### src/brae_regs.svh
`ifndef BRAE_REGS_SVH
`define BRAE_REGS_SVH
// Operation
// [RULE_01] Up, Down and Subsystem ports each carry active-low reset, analyse and error.
// [RULE_02] Reset and analyse flow downward; error flows upward.
// [RULE_03] Up reset/analyse inverted to processor, re-driven active low on Down port.
// [RULE_04] Down, Subsystem and processor errors combine into active-low Up error.
// [RULE_05] Software drives subsystem reset/analyse and reads subsystem error level.
// [RULE_06] Word-addressed registers: reset write 0, analyse write 4, error read 0.
// [RULE_07] Writing bit 0 one asserts the subsystem output; zero deasserts it.
// [RULE_08] Error register bit 0 reads one while subsystem chain signals error.
// [RULE_09] Up reset or analyse also forces matching subsystem output, whatever registers hold.
// [RULE_10] Chain analyse puts local processor and lower boards into analyse mode.
// [RULE_11] Straps high give 10 Mbit/s; link-0 strap low gives 5 Mbit/s on link 0.
// [RULE_12] Links-1-to-3 strap low changes links 1 to 3 the same way.
// [RULE_13] Range selector held low; high makes straps choose 10 or 20 Mbit/s.
// [RULE_14] Unconnected reset, analyse and error inputs count as deasserted.
// [RULE_15] Error read is live, unlatched; control bits clear while Up reset asserted.
`define BRAE_OFS_SUB_RESET 32'h0000_0000
`define BRAE_OFS_SUB_ANALYSE 32'h0000_0004
`define BRAE_OFS_SUB_ERROR 32'h0000_0000
`define BRAE_CTRL_BIT 0
`define BRAE_CTRL_RESET 1'b0
`define BRAE_SPEED_LOW 2'h0
`define BRAE_SPEED_MID 2'h1
`define BRAE_SPEED_HIGH 2'h2
`endif

### src/brae_pkg.sv
package brae_pkg;
   // link rate codes: 5, 10 or 20 Mbit/s
   typedef enum logic [1:0] {
      BRAE_RATE_5 = 2'b00,
      BRAE_RATE_10 = 2'b01,
      BRAE_RATE_20 = 2'b10
   } brae_rate_t;
endpackage

### src/brae_sync.sv
`timescale 1ns/100ps
// two-flop synchroniser for a bank of pin levels
module brae_sync #(
   parameter int WIDTH = 1,
   parameter logic [WIDTH-1:0] INIT = '1
) (
   input wire logic clk,
   input wire logic arst_n,
   input wire logic [WIDTH-1:0] din,
   output logic [WIDTH-1:0] dout
);
   logic [WIDTH-1:0] meta_r;
   logic [WIDTH-1:0] meta_nxt;
   logic [WIDTH-1:0] sync_nxt;

   // elaboration check: an empty bank cannot be served
   if (WIDTH < 1)
   begin : g_bad_width
      $error("brae_sync width must be positive");
   end

   // next values: first stage read only by second
   always_comb
   begin
      meta_nxt = din;
      sync_nxt = meta_r;
   end

   // two stages
   always_ff @(posedge clk or negedge arst_n)
   begin
      if (!arst_n)
      begin
         meta_r <= INIT;
         dout <= INIT;
      end
      else
      begin
         meta_r <= meta_nxt;
         dout <= sync_nxt;
      end
   end
endmodule // brae_sync

### src/brae_ctrl.sv
`timescale 1ns/100ps
`include "brae_regs.svh"
// board chain control: reset/analyse down, error up, subsystem registers
module brae_ctrl (
   input wire logic CLK_SYS,
   input wire logic ARST_N,
   // up port
   input wire logic UPSTREAM_RESET_IN_N,
   input wire logic UPSTREAM_INSPECT_IN_N,
   output logic UPSTREAM_FAULT_OUT_N,
   // down port
   output logic DOWN_RESET_OUT_N,
   output logic DOWN_INSPECT_OUT_N,
   input wire logic DOWNSTREAM_FAULT_IN_N,
   // subsystem port
   output logic SUB_RESET_OUT_N,
   output logic SUB_INSPECT_OUT_N,
   input wire logic SUBCHAIN_FAULT_IN_N,
   // local processor
   output logic CPU_RESET,
   output logic CPU_ANALYSE,
   input wire logic CPU_ERROR,
   // processor register access, word addressed
   input wire logic REG_SEL,
   input wire logic REG_WR,
   input wire logic [31:0] REG_ADDR,
   input wire logic [31:0] REG_WDATA,
   output logic [31:0] REG_RDATA,
   // link speed straps
   input wire logic FIRST_LINK_SPEED_STRAP,
   input wire logic OTHER_LINKS_SPEED_STRAP,
   input wire logic LINK_RANGE_SEL,
   output brae_pkg::brae_rate_t LINK0_RATE,
   output brae_pkg::brae_rate_t LINK123_RATE
);
   import brae_pkg::*;

   logic [4:0] pins_s;
   logic up_rst;
   logic up_ana;
   logic down_err;
   logic sub_err;
   logic cpu_err;
   logic [2:0] straps_s;
   logic sub_rst_r;
   logic sub_rst_nxt;
   logic sub_ana_r;
   logic sub_ana_nxt;
   logic fault_r;
   logic fault_nxt;
   logic [31:0] rdata_nxt;
   brae_rate_t rate0_nxt;
   brae_rate_t rate123_nxt;
   logic wr_reset_hit;
   logic wr_analyse_hit;
   logic rd_error_hit;

   // chain and error pins synchronised; reset shows every line idle, so no false fault
   brae_sync #(.WIDTH(5), .INIT(5'h1f)) u_sync (
      .clk(CLK_SYS),
      .arst_n(ARST_N),
      .din({UPSTREAM_RESET_IN_N, UPSTREAM_INSPECT_IN_N, DOWNSTREAM_FAULT_IN_N,
            SUBCHAIN_FAULT_IN_N, ~CPU_ERROR}),
      .dout(pins_s)
   );
   // straps synchronised; reset shows both straps high and the range select low
   brae_sync #(.WIDTH(3), .INIT(3'h6)) u_strap (
      .clk(CLK_SYS),
      .arst_n(ARST_N),
      .din({FIRST_LINK_SPEED_STRAP, OTHER_LINKS_SPEED_STRAP, LINK_RANGE_SEL}),
      .dout(straps_s)
   );

   // active-high views of chain lines; a pulled-up open line reads as deasserted
   assign up_rst = ~pins_s[4];   // see [RULE_14]
   assign up_ana = ~pins_s[3];   // see [RULE_14]
   assign down_err = ~pins_s[2];   // see [RULE_14]
   assign sub_err = ~pins_s[1];
   assign cpu_err = ~pins_s[0];

   // register decode on the full word address; reads and writes share offset 0
   assign wr_reset_hit = REG_SEL && REG_WR && (REG_ADDR == `BRAE_OFS_SUB_RESET);   // see [RULE_06]
   assign wr_analyse_hit = REG_SEL && REG_WR && (REG_ADDR == `BRAE_OFS_SUB_ANALYSE);
   assign rd_error_hit = REG_SEL && !REG_WR && (REG_ADDR == `BRAE_OFS_SUB_ERROR);

   // next control bits: bit 0 of a write, cleared while the up reset is asserted
   always_comb
   begin
      sub_rst_nxt = sub_rst_r;
      sub_ana_nxt = sub_ana_r;
      if (wr_reset_hit)
      begin
         sub_rst_nxt = REG_WDATA[`BRAE_CTRL_BIT];   // see [RULE_07]
      end
      if (wr_analyse_hit)
      begin
         sub_ana_nxt = REG_WDATA[`BRAE_CTRL_BIT];   // see [RULE_07]
      end
      // up reset wins over a write in the same cycle
      if (up_rst)
      begin
         sub_rst_nxt = `BRAE_CTRL_RESET;   // see [RULE_15]
         sub_ana_nxt = `BRAE_CTRL_RESET;
      end
   end

   // control bit registers
   always_ff @(posedge CLK_SYS or negedge ARST_N)
   begin
      if (!ARST_N)
      begin
         sub_rst_r <= `BRAE_CTRL_RESET;
         sub_ana_r <= `BRAE_CTRL_RESET;
      end
      else
      begin
         sub_rst_r <= sub_rst_nxt;
         sub_ana_r <= sub_ana_nxt;
      end
   end

   // next upward error and read data; the error read is live, never latched
   always_comb
   begin
      fault_nxt = down_err | sub_err | cpu_err;   // see [RULE_04]
      rdata_nxt = 32'h0000_0000;
      if (rd_error_hit)
      begin
         rdata_nxt[`BRAE_CTRL_BIT] = sub_err;   // see [RULE_08] see [RULE_15]
      end
   end

   // upward error and read data registers
   always_ff @(posedge CLK_SYS or negedge ARST_N)
   begin
      if (!ARST_N)
      begin
         fault_r <= 1'b0;
         REG_RDATA <= 32'h0000_0000;
      end
      else
      begin
         fault_r <= fault_nxt;
         REG_RDATA <= rdata_nxt;
      end
   end

   // next link rates: a strap high picks the faster step, range select doubles both steps
   always_comb
   begin
      rate0_nxt = BRAE_RATE_10;   // see [RULE_11]
      rate123_nxt = BRAE_RATE_10;
      if (!straps_s[0])
      begin
         // normal range: a strap pulled low halves the default rate
         rate0_nxt = straps_s[2] ? BRAE_RATE_10 : BRAE_RATE_5;   // see [RULE_11]
         rate123_nxt = straps_s[1] ? BRAE_RATE_10 : BRAE_RATE_5;   // see [RULE_12]
      end
      else
      begin
         // doubled range: the same straps choose between 10 and 20
         rate0_nxt = straps_s[2] ? BRAE_RATE_20 : BRAE_RATE_10;   // see [RULE_13]
         rate123_nxt = straps_s[1] ? BRAE_RATE_20 : BRAE_RATE_10;   // see [RULE_13]
      end
   end

   // link rate registers; default rate while in reset
   always_ff @(posedge CLK_SYS or negedge ARST_N)
   begin
      if (!ARST_N)
      begin
         LINK0_RATE <= BRAE_RATE_10;
         LINK123_RATE <= BRAE_RATE_10;
      end
      else
      begin
         LINK0_RATE <= rate0_nxt;
         LINK123_RATE <= rate123_nxt;
      end
   end

   // chain outputs: reset/analyse downward, error upward
   assign CPU_RESET = up_rst;                    // see [RULE_03] see [RULE_02]
   assign CPU_ANALYSE = up_ana;                  // see [RULE_10]
   assign DOWN_RESET_OUT_N = ~up_rst;            // see [RULE_03] see [RULE_01]
   assign DOWN_INSPECT_OUT_N = ~up_ana;          // see [RULE_10]
   assign SUB_RESET_OUT_N = ~(sub_rst_r | up_rst);   // see [RULE_09] see [RULE_05]
   assign SUB_INSPECT_OUT_N = ~(sub_ana_r | up_ana); // see [RULE_09]
   assign UPSTREAM_FAULT_OUT_N = ~fault_r;       // see [RULE_04]

   a_down_follow: assert property (@(posedge CLK_SYS) disable iff (!ARST_N)
      DOWN_RESET_OUT_N == !CPU_RESET && DOWN_INSPECT_OUT_N == !CPU_ANALYSE)
      else $error("down port does not mirror processor reset/analyse"); // see [RULE_03]
   a_fault_up: assert property (@(posedge CLK_SYS) disable iff (!ARST_N)
      (down_err | sub_err | cpu_err) |=> !UPSTREAM_FAULT_OUT_N)
      else $error("error not passed upward"); // see [RULE_04]
   a_fault_clear: assert property (@(posedge CLK_SYS) disable iff (!ARST_N)
      !(down_err | sub_err | cpu_err) |=> UPSTREAM_FAULT_OUT_N)
      else $error("spurious upward error"); // see [RULE_04]
   a_reset_write: assert property (@(posedge CLK_SYS) disable iff (!ARST_N)
      (REG_SEL && REG_WR && REG_ADDR == 32'h0 && !up_rst) |=> sub_rst_r == $past(REG_WDATA[0]))
      else $error("subsystem reset write not taken"); // see [RULE_07]
   a_analyse_write: assert property (@(posedge CLK_SYS) disable iff (!ARST_N)
      (REG_SEL && REG_WR && REG_ADDR == 32'h4 && !up_rst) |=> sub_ana_r == $past(REG_WDATA[0]))
      else $error("subsystem analyse write not taken"); // see [RULE_06]
   a_error_read: assert property (@(posedge CLK_SYS) disable iff (!ARST_N)
      (REG_SEL && !REG_WR && REG_ADDR == 32'h0) |=> REG_RDATA[0] == $past(sub_err))
      else $error("error read wrong"); // see [RULE_08]
   a_up_forces: assert property (@(posedge CLK_SYS) disable iff (!ARST_N)
      up_rst |-> !SUB_RESET_OUT_N)
      else $error("up reset not forced to subsystem"); // see [RULE_09]
   a_bits_clear: assert property (@(posedge CLK_SYS) disable iff (!ARST_N)
      up_rst |=> !sub_rst_r && !sub_ana_r)
      else $error("control bits not cleared by up reset"); // see [RULE_15]
   a_default_rate: assert property (@(posedge CLK_SYS) disable iff (!ARST_N)
      (straps_s == 3'b110) |=> LINK0_RATE == BRAE_RATE_10 && LINK123_RATE == BRAE_RATE_10)
      else $error("default link rate wrong"); // see [RULE_11]
   a_inspect_forces: assert property (@(posedge CLK_SYS) disable iff (!ARST_N) // see [RULE_09]
      up_ana |-> !SUB_INSPECT_OUT_N)
      else $error("up analyse not forced to subsystem");
   a_sub_release: assert property (@(posedge CLK_SYS) disable iff (!ARST_N) // see [RULE_05]
      (!up_rst && !sub_rst_r) |-> SUB_RESET_OUT_N)
      else $error("subsystem reset driven without cause");
   a_read_idle: assert property (@(posedge CLK_SYS) disable iff (!ARST_N) // see [RULE_06]
      !rd_error_hit |=> REG_RDATA == 32'h0000_0000)
      else $error("read data not zero outside an error read");
   a_fast_range: assert property (@(posedge CLK_SYS) disable iff (!ARST_N) // see [RULE_13]
      (straps_s == 3'b111) |=> LINK0_RATE == BRAE_RATE_20 && LINK123_RATE == BRAE_RATE_20)
      else $error("doubled link rate wrong");
   a_slow_links: assert property (@(posedge CLK_SYS) disable iff (!ARST_N) // see [RULE_12]
      (straps_s == 3'b000) |=> LINK0_RATE == BRAE_RATE_5 && LINK123_RATE == BRAE_RATE_5)
      else $error("halved link rate wrong");
endmodule // brae_ctrl

### config.mk
export PLATFORM = sky130hd
export DESIGN_NAME = brae_ctrl
export DESIGN_NICKNAME = d
export VERILOG_FILES = /design/src/brae_pkg.sv /design/src/brae_sync.sv /design/src/brae_ctrl.sv
export VERILOG_INCLUDE_DIRS = /design/src
export SDC_FILE = /design/constraint.sdc
export NUM_CORES = 1
export LEC_CHECK = 0
export BUFFER_PORTS_ARGS = -buffer_cell sky130_fd_sc_hd__clkbuf_2
export CAP_MARGIN = 20
export CORE_MARGIN = 2
export CORE_UTILIZATION = 30
export CTS_BUF_LIST = sky130_fd_sc_hd__clkbuf_4
export DETAILED_ROUTE_END_ITERATION = 7
export GPL_TIMING_DRIVEN = 1
export PLACE_DENSITY = 0.75
export SETUP_SLACK_MARGIN = 0.5
export SLEW_MARGIN = 20
export SYNTH_ARGS = -nofsm -noshare
export SYNTH_HDL_FRONTEND = slang
export SYNTH_HIERARCHICAL = 1
export SYNTH_SLANG_ARGS = --single-unit
### constraint.sdc
create_clock -name CLK_SYS -period 0.9 [get_ports CLK_SYS]
set_input_delay 0.18 -clock CLK_SYS [delete_from_list [all_inputs] [get_ports CLK_SYS]]
set_output_delay 0.18 -clock CLK_SYS [all_outputs]
set_load 0.01 [all_outputs]
Yosys cells after proc, flatten, opt, wreduce, memory -nomap -nowiden
Cells that the tools add are included.

cells by class
  reduce and logical (&&, ||, !) cells = 7
  bitwise operators = 13
  multiplexer cells = 11
  equal/unequal tests = 3

operators with widths
  operator             count
  $eq 32x3->1 const B  1
  $logic_not 32->1     1
  $not 1->1            9
  $mux 2               4
  $mux 1               7
  $logic_and 1x1->1    5
  $ne 2x2->1 const B   2
  $or 1x1->1           4
  $logic_not 1->1      1

word-level totals
  register bits after elaboration = 24
  bits of input ports = 76

Longest topological paths before layout
Gate-level depths: netlist of run 1.

  word-level depth = 4
  gate-level depth with buffers = 4

Hierarchy
Netlist of run 1, hierarchy kept.

by module, submodules not included
  module                cells each  sequential area each (um^2)  area each (um^2)  times used
  brae_ctrl             71          202.7                        658.1             1
  brae_sync at u_sync   10          262.8                        262.8             1
  brae_sync at u_strap  6           155.1                        155.1             1

Worst setup path after synthesis of run 1
No wires, ideal clock.

  path type = input-to-reg
  start = in REG_ADDR[17]
  end = reg sub_ana_r
  path buffers = 0
  path slack = -313 ps
  arrival time = 1134 ps
  data required time = 821 ps
  stages = 4
  library setup time = 79 ps
  cell sequence = nor4_1 nand4_1 nor4_1 mux2i_1

between the ends
  word-level cells in the longest chain between the ends = 3

ends and longest elaborated chain
  what                          RTL line          text
  start: declaration            brae_ctrl.sv:26   input wire logic [31:0] REG_ADDR,
  $eq 32x3->1 (no source line)  -
  $logic_and 1x1->1             brae_ctrl.sv:83   assign wr_analyse_hit = REG_SEL && REG_WR && (REG_ADDR == `BRAE_OFS_SUB_ANALYSE);
  $ne 2x2->1 (no source line)   -
  end signal: assignment        brae_ctrl.sv:113  sub_ana_r <= `BRAE_CTRL_RESET;
  end signal: assignment        brae_ctrl.sv:118  sub_ana_r <= sub_ana_nxt;
  end: declaration              brae_ctrl.sv:47   logic sub_ana_r;

Every way passes these cells.
A chain may end at the register's enable or synchronous reset.

Final worst setup path of run 1
  start = reg u_sync.dout[4]
  end = out SUB_RESET_OUT_N

between the ends
  word-level cells in the longest chain between the ends = 3

ends and longest elaborated chain
  what                      RTL line          text
  start: declaration        brae_sync.sv:10   output logic [WIDTH-1:0] dout
  start signal: assignment  brae_sync.sv:40   dout <= sync_nxt;
  $not 1->1                 brae_ctrl.sv:75   assign up_rst = ~pins_s[4];
  $or 1x1->1                brae_ctrl.sv:187  assign SUB_RESET_OUT_N = ~(sub_rst_r | up_rst);
  $not 1->1                 brae_ctrl.sv:187
  end: declaration          brae_ctrl.sv:16   output logic SUB_RESET_OUT_N,

Every way passes these cells.

==> results.yml, run 1 <==
outcome:
  status: "complete, but fails checks"
  violations: "hold timing, setup timing"
clocking:
  tritoncts: "built"
  clk_latency_ns: 0.30
  clk_pin_slew_ns: 0.13
  clkSinkCount: 24
  cts-root-buf: "clkbuf_4"
  clk_path_buf_depth: 2
  cts-htree-levels: 1
  cts_buffers: 3
power_and_ir_drop:
  p_sw_share_pct: 22.1
  power.switching_mw: 0.502
  power.sequential.fraction_pct: 52.5
  power_mw: 2.27
  ir_worst_vdd_uv: 862
  p_clk_share_pct: 33.2
  p_comb_share_pct: 14.3
  power_density_nw_per_um2: 1480
  cellInternalPower_mw: 1.77
  power.leakage_nw: 0.759
grt:
  antenna_found_initial: 0
  grt_pass1_wl_um: 2950
  grt_max_degree: 25
  grt_pass1_vias: 690
  grt.total_usage_pct: 9.43
  overflow: 0
setup_path:
  worstPathArrival_ns: 1.12
  crit_type: "register to output pin"
  required_ns: 0.72
  endpoint: "SUB_RESET_OUT_N"
  reg2reg_depth: 2
  startpoint_type: "register"
  cp-startpoint: "u_sync/dout[4]"
  reg2reg_slack_ns: -0.14
  reg2reg_from: "u_sync/dout[1]"
  end_kind: "output pin"
  r2r-end: "REG_RDATA[0]"
  path_max_fanout: 3
die:
  die_h_um: 63.9
  fp-row-count: 21
  start_util_pct: 31.7
  die_w_um: 63.9
  ios: 119
  die_area_sq_um: 4080
  coreArea_sq_um: 3390
routing:
  dr.pass1.iters: 3
  num_vias: 737
  wl_per_cell_um: 9.37
  drt.antenna.violating_nets: 0
  wl_um: 1850
  via_per_inst: 3.74
  drc: 0
  drtIter0Drc: 5
placement:
  gp_congestion: 0.772
  portBuffers: 56
  dp_hpwl_um: 1600
  dpl_worst_slack_ns: -0.540
  placed_area_sq_um: 1390
synth:
  yosysWarnings: 6
  ys_types: 20
  seq_area_frac_synth_pct: 57.7
  synth_top_family_by_area: "buffers and inverters"
  avgSynthCellArea_sq_um: 12.4
  syn-cell-area_sq_um: 1080
  synth_xor_xnor_area_share_pct: 0
  synth_fa_ha_area_share_pct: 2.33
  muxShareOfSynthArea_pct: 1.86
  ys_seq_elements: 24
  synthSimpleGateAreaFrac_pct: 14.8
  synth_cells: 87
  synth_compound_area_share_pct: 0
sta:
  clock_skew_ns: 0.00226
  fmax_ghz: 0.768
  holdWs_ns: -0.170
  slew_viol_final: 0
  rsz0062_at_grt: "yes"
  setup_violations: 15
  hold_viol_final: 16
  fin_ws_ns: -0.403
  finalCriticalPeriod_ns: 1.30
  fin_crit_sh_pct: 145
worst_hold_path:
  hold_path.class: "primary input to asynchronous set/reset pin"
finish:
  fin_nets: 230
  num_antenna_cells: 0
  final_common_cell: "clkbuf_2"
  drive_above_1_share_pct: 66.2
  fillers: 327
  final_cell_mix: "clkbuf_2 (47), conb_1 (31), dfstp_2 (16)"
  areaGrowthSynthToFinish_pct: 42.2
  design_area_sq_um: 1530
flow_run:
  drv_cap: 0
-- metal layers --
metal	GRT usage (%)	part of all wire [%]	vias to the layer above	wire [um]
met3	3.35	10	2	188
met5	0	0	-	0
met4	2.72	0.65	0	12
met2	16.8	51	55	933
li1	-	-	353	-
met1	10.5	39	327	711
-- cells in the mapped netlist --
cell type | number | share of area, %
nor4_2 | 2 | 2.3
nor3_2 | 1 | 0.93
or4_1 | 1 | 0.70
conb_1 | 1 | 0.35
inv_1 | 4 | 1.4
dfrtp_1 | 8 | 19
buf_4 | 31 | 22
nand3_1 | 1 | 0.46
nor4_1 | 5 | 2.9
or3_1 | 1 | 0.58
nor3_1 | 1 | 0.46
mux2i_1 | 2 | 1.9
ha_1 | 2 | 2.3
dfstp_2 | 16 | 39
nor4b_2 | 1 | 1.4
nor2_1 | 3 | 1.0
nand2_1 | 4 | 1.4
or2b_2 | 1 | 0.81
nand4_2 | 1 | 1.2
nand4_1 | 1 | 0.58
-- critical path: stages, from the launching register on --
cell and delay, ns:
dfstp_2 0.58, inv_2 0.06, nor2_4 0.08, buf_6 0.10
-- power groups by stage --
| stage | sequential, mW | combinational, mW | clock, mW |
|---|---|---|---|
| after floorplan | 1.21 | 0.204 | 0 |
| after global placement | 1.20 | 0.285 | 0 |
| after detailed placement | 1.20 | 0.288 | 0 |
| after CTS | 1.19 | 0.292 | 0.795 |
| after global routing | 1.20 | 0.358 | 0.854 |
| final | 1.19 | 0.325 | 0.753 |
-- flip-flops by register name, summed over array words and instances, names as in the netlist --
| signal | count |
|---|---|
| u_sync/dout | 5 |
| sub_ana_r | 1 |
| u_sync/meta_r | 5 |
| LINK0_RATE | 2 |
| REG_RDATA | 1 |
| LINK123_RATE | 2 |
| u_strap/meta_r | 3 |
| fault_r | 1 |
| u_strap/dout | 3 |
| sub_rst_r | 1 |
-- worst min-delay path by stage --
stage,from,to,slack (ns),depth (start not counted)
2_1_floorplan,ARST_N,LINK0_RATE[1],-0.12,0
3_3_place_gp,ARST_N,LINK123_RATE[1],0.18,2
3_5_place_dp,ARST_N,LINK0_RATE[1],0.18,2
4_1_cts,ARST_N,u_strap/meta_r[0],-0.17,2
5_1_grt,ARST_N,u_strap/meta_r[0],-0.19,2
6_report,ARST_N,LINK123_RATE[1],-0.17,2
-- metrics by stage --
stage               hold WS (ns)  std cells  util (%)  setup TNS, ns
floorplan                 -0.116        117         -         -0.916
global placement           0.175        192      41.1          -1.59
detailed placement         0.181        192      41.1          -1.65
CTS                       -0.171        196      43.1          -3.48
global route              -0.187        197      45.1          -4.25
finish                    -0.170        197      45.1          -3.19
-- timing repair --
action,in CTS,in global routing
buffers inserted,0,1
endpoints found under the setup margin,28,28
pin swaps,3,0
hold endpoints to repair,16,16
gates resized for setup,4,19
-- cell type report --
cell class,count,area (sq um),share of cell area [%]
tap,46,57.6,3.76
multi-input combinational,58,413,27.0
inverter,4,17.5,1.14
timing repair buffer,61,368,24.0
clock inverter,1,30.0,1.96
clock buffer,3,22.5,1.47
sequential,24,622,40.6
-- logic make-up (layout without fill, tap and decap cells) --
| family | Yosys count | after routing |
|---|---|---|
| other cells | 1 | 31 |
| buf+inv | 35 | 69 |
| mux | 2 | 2 |
| flops | 24 | 24 |
| fa+ha+maj | 2 | 2 |
| simple gates | 23 | 23 |
No activity file was read; power rests on OpenSTA's default activity.
==> run 2, diff against run 1 <==
Settings changed: ABC_AREA from default to 1, PLACE_DENSITY 0.75 to 0.73.
==> run 2 against run 1 <==
- via count grew 12%
- wire length unchanged
- clock power rose by 3%
- largest power group unchanged
- final cell count is 18% higher
- synthesized cell count rose by 34%
- critical path depth is the same
- sequential share of layout area is 2.1 points lower
- global-route usage shrank 0.20 points
- the flow still finishes with violations (hold timing, setup timing)
- critical path type unchanged
- synthesized area is 5.1% higher
- fmax rose by 1.2%
==> results.yml, run 2 <==
routing:
  drt.antenna.violating_nets: 0
  wl_um: 1850
  via_per_inst: 3.55
  dr.pass1.iters: 4
  drc: 0
  num_vias: 824
  wl_per_cell_um: 7.96
  drtIter0Drc: 19
worst_hold_path:
  hold_path.class: "primary input to asynchronous set/reset pin"
setup_path:
  reg2reg_depth: 5
  path_max_fanout: 3
  startpoint_type: "register"
  reg2reg_from: "u_sync/dout[4]"
  reg2reg_slack_ns: -0.15
  crit_type: "register to output pin"
  worstPathArrival_ns: 1.11
  r2r-end: "sub_ana_r"
  end_kind: "output pin"
  required_ns: 0.72
grt:
  antenna_found_initial: 0
  grt_pass1_wl_um: 3090
  grt_use_met1_pct: 9.93
  grt.total_usage_pct: 9.23
  met2_usage_pct: 17.6
  grt_max_degree: 25
  overflow: 0
  grt-busiest-layer: "met2"
  use_met3_pct: 2.57
  grt_pass1_vias: 787
sta:
  setup_violations: 14
  setup_tns_ns: -3.33
  fin_ws_ns: -0.387
  finalCriticalPeriod_ns: 1.29
  clock_skew_ns: 0.00662
  slew_viol_final: 0
  hold_viol_final: 32
  fin_crit_sh_pct: 143
  rsz0062_at_grt: "yes"
  fmax_ghz: 0.777
  holdWs_ns: -0.224
power_and_ir_drop:
  power_mw: 2.32
  p_comb_share_pct: 15.3
  power.leakage_nw: 0.832
  ir_worst_vdd_uv: 1100
  power_density_nw_per_um2: 1430
  power.sequential.fraction_pct: 51.4
  cellInternalPower_mw: 1.79
  p_sw_share_pct: 22.7
  power.switching_mw: 0.526
  p_clk_share_pct: 33.3
synth:
  synth_top_cell_area_share_pct: 37.2
  synth_area_leader_cell: "dfstp_2"
  avgSynthCellArea_sq_um: 9.67
  yosysWarnings: 6
  syn-cell-area_sq_um: 1130
  synth_cells: 117
  ys_seq_elements: 24
  seq_area_frac_synth_pct: 54.9
  synth.most_common_cell: "buf_4"
  yosys-top-cells-count: "buf_4 (31), nor2_1 (23), nand2_1 (18)"
  ys_async_sr_fraction_pct: 100
  ys.flop_type: "dfstp_2"
  synth_area_leaders: "dfstp_2 (37%), buf_4 (21%), dfrtp_1 (18%)"
  ys_types: 16
  synth-edff-count: 0
die:
  die_area_sq_um: 4280
  ios: 119
  die_w_um: 65.4
  die_h_um: 65.4
  fp-row-count: 22
  start_util_pct: 31.1
  coreArea_sq_um: 3630
placement:
  portBuffers: 56
  placed_area_sq_um: 1480
  gp_congestion: 0.688
  dp_hpwl_um: 1530
finish:
  multi_input_area_sq_um: 437
  top_regs: "u_sync/dout: 5 flops, u_sync/meta_r: 5 flops"
  design_area_sq_um: 1620
  fin_nets: 263
  fillers: 383
  fin_util_pct: 44.5
  final_cell_mix: "clkbuf_2 (47), conb_1 (31), nand2_1 (18)"
  final_common_cell: "clkbuf_2"
  drive_above_1_share_pct: 56.5
  num_antenna_cells: 0
  areaGrowthSynthToFinish_pct: 42.8
  seq_area_sq_um: 622
outcome:
  violations: "hold timing, setup timing"
  status: "complete, but fails checks"
clocking:
  cts-htree-levels: 1
  cts-root-buf: "clkbuf_4"
  clk_latency_ns: 0.31
  clk_pin_slew_ns: 0.13
  clk_path_buf_depth: 2
  clkSinkCount: 24
  cts_buffers: 3
  tritoncts: "built"
flow_run:
  drv_cap: 0
run 2: changes by cell type after synthesis, sizes merged, moves of 2 or more:
| cell | delta |
|---|---|
| nor2 | +24 |
| nand2 | +15 |
| nor4 | -7 |
| inv | +3 |
| mux2i | -2 |
| nand3 | +2 |
| nand4 | -2 |
| nor3 | -2 |
run 2: power groups by stage:
| stage | Sequential (mW) | Clock (mW) | Combinational [mW] |
|---|---|---|---|
| floorplan | 1.21 | 0 | 0.218 |
| global placement | 1.20 | 0 | 0.309 |
| detailed placement | 1.20 | 0 | 0.316 |
| CTS | 1.19 | 0.804 | 0.326 |
| global route | 1.20 | 0.853 | 0.402 |
| finish | 1.19 | 0.772 | 0.354 |
run 2: what timing repair did:
action	CTS	global route
gates resized for setup	5	18
cloned	0	0
setup endpoints to repair	28	28
buffers inserted	1	1
hold endpoints to repair	32	32
pin swaps	2	0
run 2: through the flow:
step	std cells	worst slack (ns)
3_5_place_dp	226	-0.157
5_1_grt	232	-0.459
6_report	232	-0.387
3_3_place_gp	226	-0.142
2_1_floorplan	147	-0.0408
4_1_cts	231	-0.432
run 2: routing by layer:
| metal | up-vias | share of wire, % |
|---|---|---|
| li1 | 422 | - |
| met1 | 364 | 39 |
| met5 | - | 0 |
| met2 | 38 | 52 |
| met3 | 0 | 8.4 |
| met4 | 0 | 0 |
run 2: worst max-delay path by stage:
| stage | to | depth (start not counted) | start | slack, ns |
|---|---|---|---|---|
| after floorplan | SUB_RESET_OUT_N | 2 | u_sync/dout[4] | -0.04 |
| final | SUB_RESET_OUT_N | 3 | u_sync/dout[4] | -0.39 |
| after global routing | SUB_RESET_OUT_N | 3 | u_sync/dout[4] | -0.46 |
| after detailed placement | sub_rst_r | 9 | REG_ADDR[17] | -0.16 |
| after CTS | SUB_RESET_OUT_N | 3 | u_sync/dout[4] | -0.43 |
| after global placement | sub_rst_r | 9 | REG_ADDR[17] | -0.14 |
run 2: worst max-delay path, stage by stage (launching register included):
cell and delay, ns:
dfstp_2 0.58, inv_2 0.05, nor2_4 0.07, buf_6 0.10
run 2: cell type report:
type | count | share of cell area (%)
flip-flops and latches | 24 | 38.5
clock inverters | 1 | 1.86
clock buffers | 3 | 1.39
inverters | 7 | 1.63
well taps | 48 | 3.72
multi-input cells | 85 | 27.0
repair buffers | 64 | 25.9
run 2: cells by family (layout without fill, tap and decap cells):
logic type               after synthesis  count (layout)  share of synthesized area, %
flip-flops                            24              24                          54.9
AO/OA/AOI/OAI                          1               1                         0.442
other                                  1              31                         0.332
buffers and inverters                 38              75                          22.9
AND/OR/NAND/NOR                       51              51                          19.2
adder cells (fa/ha/maj)                2               2                          2.21
==> run 3, diff against run 2 <==
Settings changed: ABC_AREA 1 to default, CORE_ASPECT_RATIO from default to 0.8, CORE_UTILIZATION 30 to 31, PLACE_DENSITY 0.73 to 0.77.
==> run 3 against run 2 <==
- the run still ends with hold timing, setup timing left
- clock-buffer cell count unchanged
- worst setup slack got worse by 0.0086 ns
- combinational power decreased by 5%
- design area is 2.2% lower
- final cell count fell by 17%
- global-route usage down 0.32 points
- hold slack better by 0.050 ns
- register-to-register slack barely moved
- largest cell class unchanged
==> results.yml, run 3 (synthesis gave the netlist of run 1 again) <==
outcome:
  status: "complete, but fails checks"
  violations: "hold timing, setup timing"
setup_path:
  startpoint_type: "register"
  reg2reg_from: "u_sync/dout[1]"
  path_max_fanout: 2
  slowest_delay_ns: 0.56
  worstPathArrival_ns: 1.12
  end_kind: "output pin"
  crit_slowest_cell: "dfstp_2"
  required_ns: 0.72
  reg2reg_depth: 2
  crit_type: "register to output pin"
  critPathBufInv: 2
  crit_chain: "inv_2, nor2_4, buf_6"
  reg2reg_slack_ns: -0.16
  r2r-end: "REG_RDATA[0]"
  crit_family: "flip-flops"
placement:
  dp_hpwl_um: 1520
  gp_congestion: 0.749
  portBuffers: 56
  numPlacedInstances: 188
  dpl_worst_slack_ns: -0.510
clocking:
  cts_buffers: 3
  clkSinkCount: 24
  cts-root-buf: "clkbuf_4"
  tritoncts: "built"
  clk_pin_slew_ns: 0.12
  clk_path_buf_depth: 2
  clk_latency_ns: 0.30
  cts-htree-levels: 1
routing:
  drtIter0Drc: 6
  via_per_inst: 3.73
  drc: 0
  dr.pass1.iters: 2
  wl_per_cell_um: 10.1
  wl_um: 1950
  num_vias: 720
  drt.antenna.violating_nets: 0
finish:
  final_cell_mix: "clkbuf_2 (45), conb_1 (31), dfstp_2 (16)"
  drive_above_1_share_pct: 68.2
  top_regs: "u_sync/dout: 5 flops, u_sync/meta_r: 5 flops"
  fin_nets: 230
  final_common_cell: "clkbuf_2"
  layout.cells.non_filler: 193
  num_antenna_cells: 0
  areaGrowthSynthToFinish_pct: 46.9
power_and_ir_drop:
  power_density_nw_per_um2: 1440
  power.leakage_nw: 0.791
  ir_worst_vdd_uv: 940
  power_mw: 2.28
die:
  die_area_sq_um: 3960
  die_h_um: 56.7
  fp-row-count: 19
  ios: 119
  coreArea_sq_um: 3380
  start_util_pct: 31.9
  die_w_um: 69.9
sta:
  fmax_ghz: 0.772
  fin_ws_ns: -0.396
  setup_tns_ns: -3.23
  holdWs_ns: -0.174
  setup_violations: 15
  clock_skew_ns: 0.00459
  slew_viol_final: 0
  finalCriticalPeriod_ns: 1.30
  fin_crit_sh_pct: 144
  hold_viol_final: 16
  rsz0062_at_grt: "yes"
grt:
  antenna_found_initial: 0
  grt_max_degree: 25
  grt_pass1_vias: 676
  grt_use_met1_pct: 11.2
  use_met3_pct: 3.59
  grt.total_usage_pct: 8.91
  overflow: 0
  met2_usage_pct: 14.0
  grt_pass1_wl_um: 2820
  grt-busiest-layer: "met2"
flow_run:
  drv_cap: 0
worst_hold_path:
  hold_path.class: "primary input to asynchronous set/reset pin"
-- run 3: changes by cell type in the layout (fill, tap and decap cells not counted), moves of 2 or more --
cell and change:
nor2_1 -15, nand2_1 -14, nor2_2 -5, nor2_4 -4, nor4_4 +4, nor4_2 +3
clkbuf_2 -2, inv_1 -2, mux2i_1 +2, nand3_1 -2
-- run 3: where the power goes --
group	switching (mW)	internal, mW	leakage [nW]
registers	0.0268	1.16	0.268
logic	0.184	0.155	0.495
clock network	0.299	0.450	0.0279
-- run 3: worst register-to-register path: stages, from the launching register on --
cell and delay, ns:
dfstp_2 0.40, or4_4 0.49, nor3_4 0.11
-- run 3: cell type report --
cell class	instances	area [sq um]
Fill cell	312	1800
Sequential cell	24	622
Multi-Input combinational cell	58	464
Timing Repair Buffer	61	374
Tap cell	42	52.6
Clock inverter	1	30.0
Clock buffer	3	22.5
Inverter	4	15.0
-- run 3: stage by stage --
step	hold WS, ns	utilization [%]	area, sq um
after floorplan	-0.116	-	1260
after global placement	0.173	41.1	1390
after detailed placement	0.174	41.1	1390
after CTS	-0.180	43.5	1470
after global routing	-0.179	46.8	1580
final	-0.174	46.8	1580
-- run 3: worst max-delay path by stage --
stage | start | to | cells past startpoint
6_report | u_sync/dout[3] | SUB_INSPECT_OUT_N | 3
5_1_grt | u_sync/dout[3] | SUB_INSPECT_OUT_N | 3
4_1_cts | u_sync/dout[4] | SUB_RESET_OUT_N | 3
3_5_place_dp | REG_ADDR[17] | sub_rst_r | 5
3_3_place_gp | REG_ADDR[1] | sub_rst_r | 5
2_1_floorplan | REG_ADDR[17] | sub_ana_r | 4
-- run 3: metal layers --
metal / wire length, um / up-vias
li1: - / 354
met1: 708 / 317
met2: 1030 / 49
met3: 214 / 0
met4: 0 / 0
met5: 0 / -
-- run 3: repair_timing --
action / in CTS / in global routing
endpoints found under the setup margin: 28 / 28
endpoints found under the hold margin: 16 / 16
pin swaps: 4 / 4
buffers inserted: 1 / 0
resized for setup: 3 / 28
cloned: 0 / 0
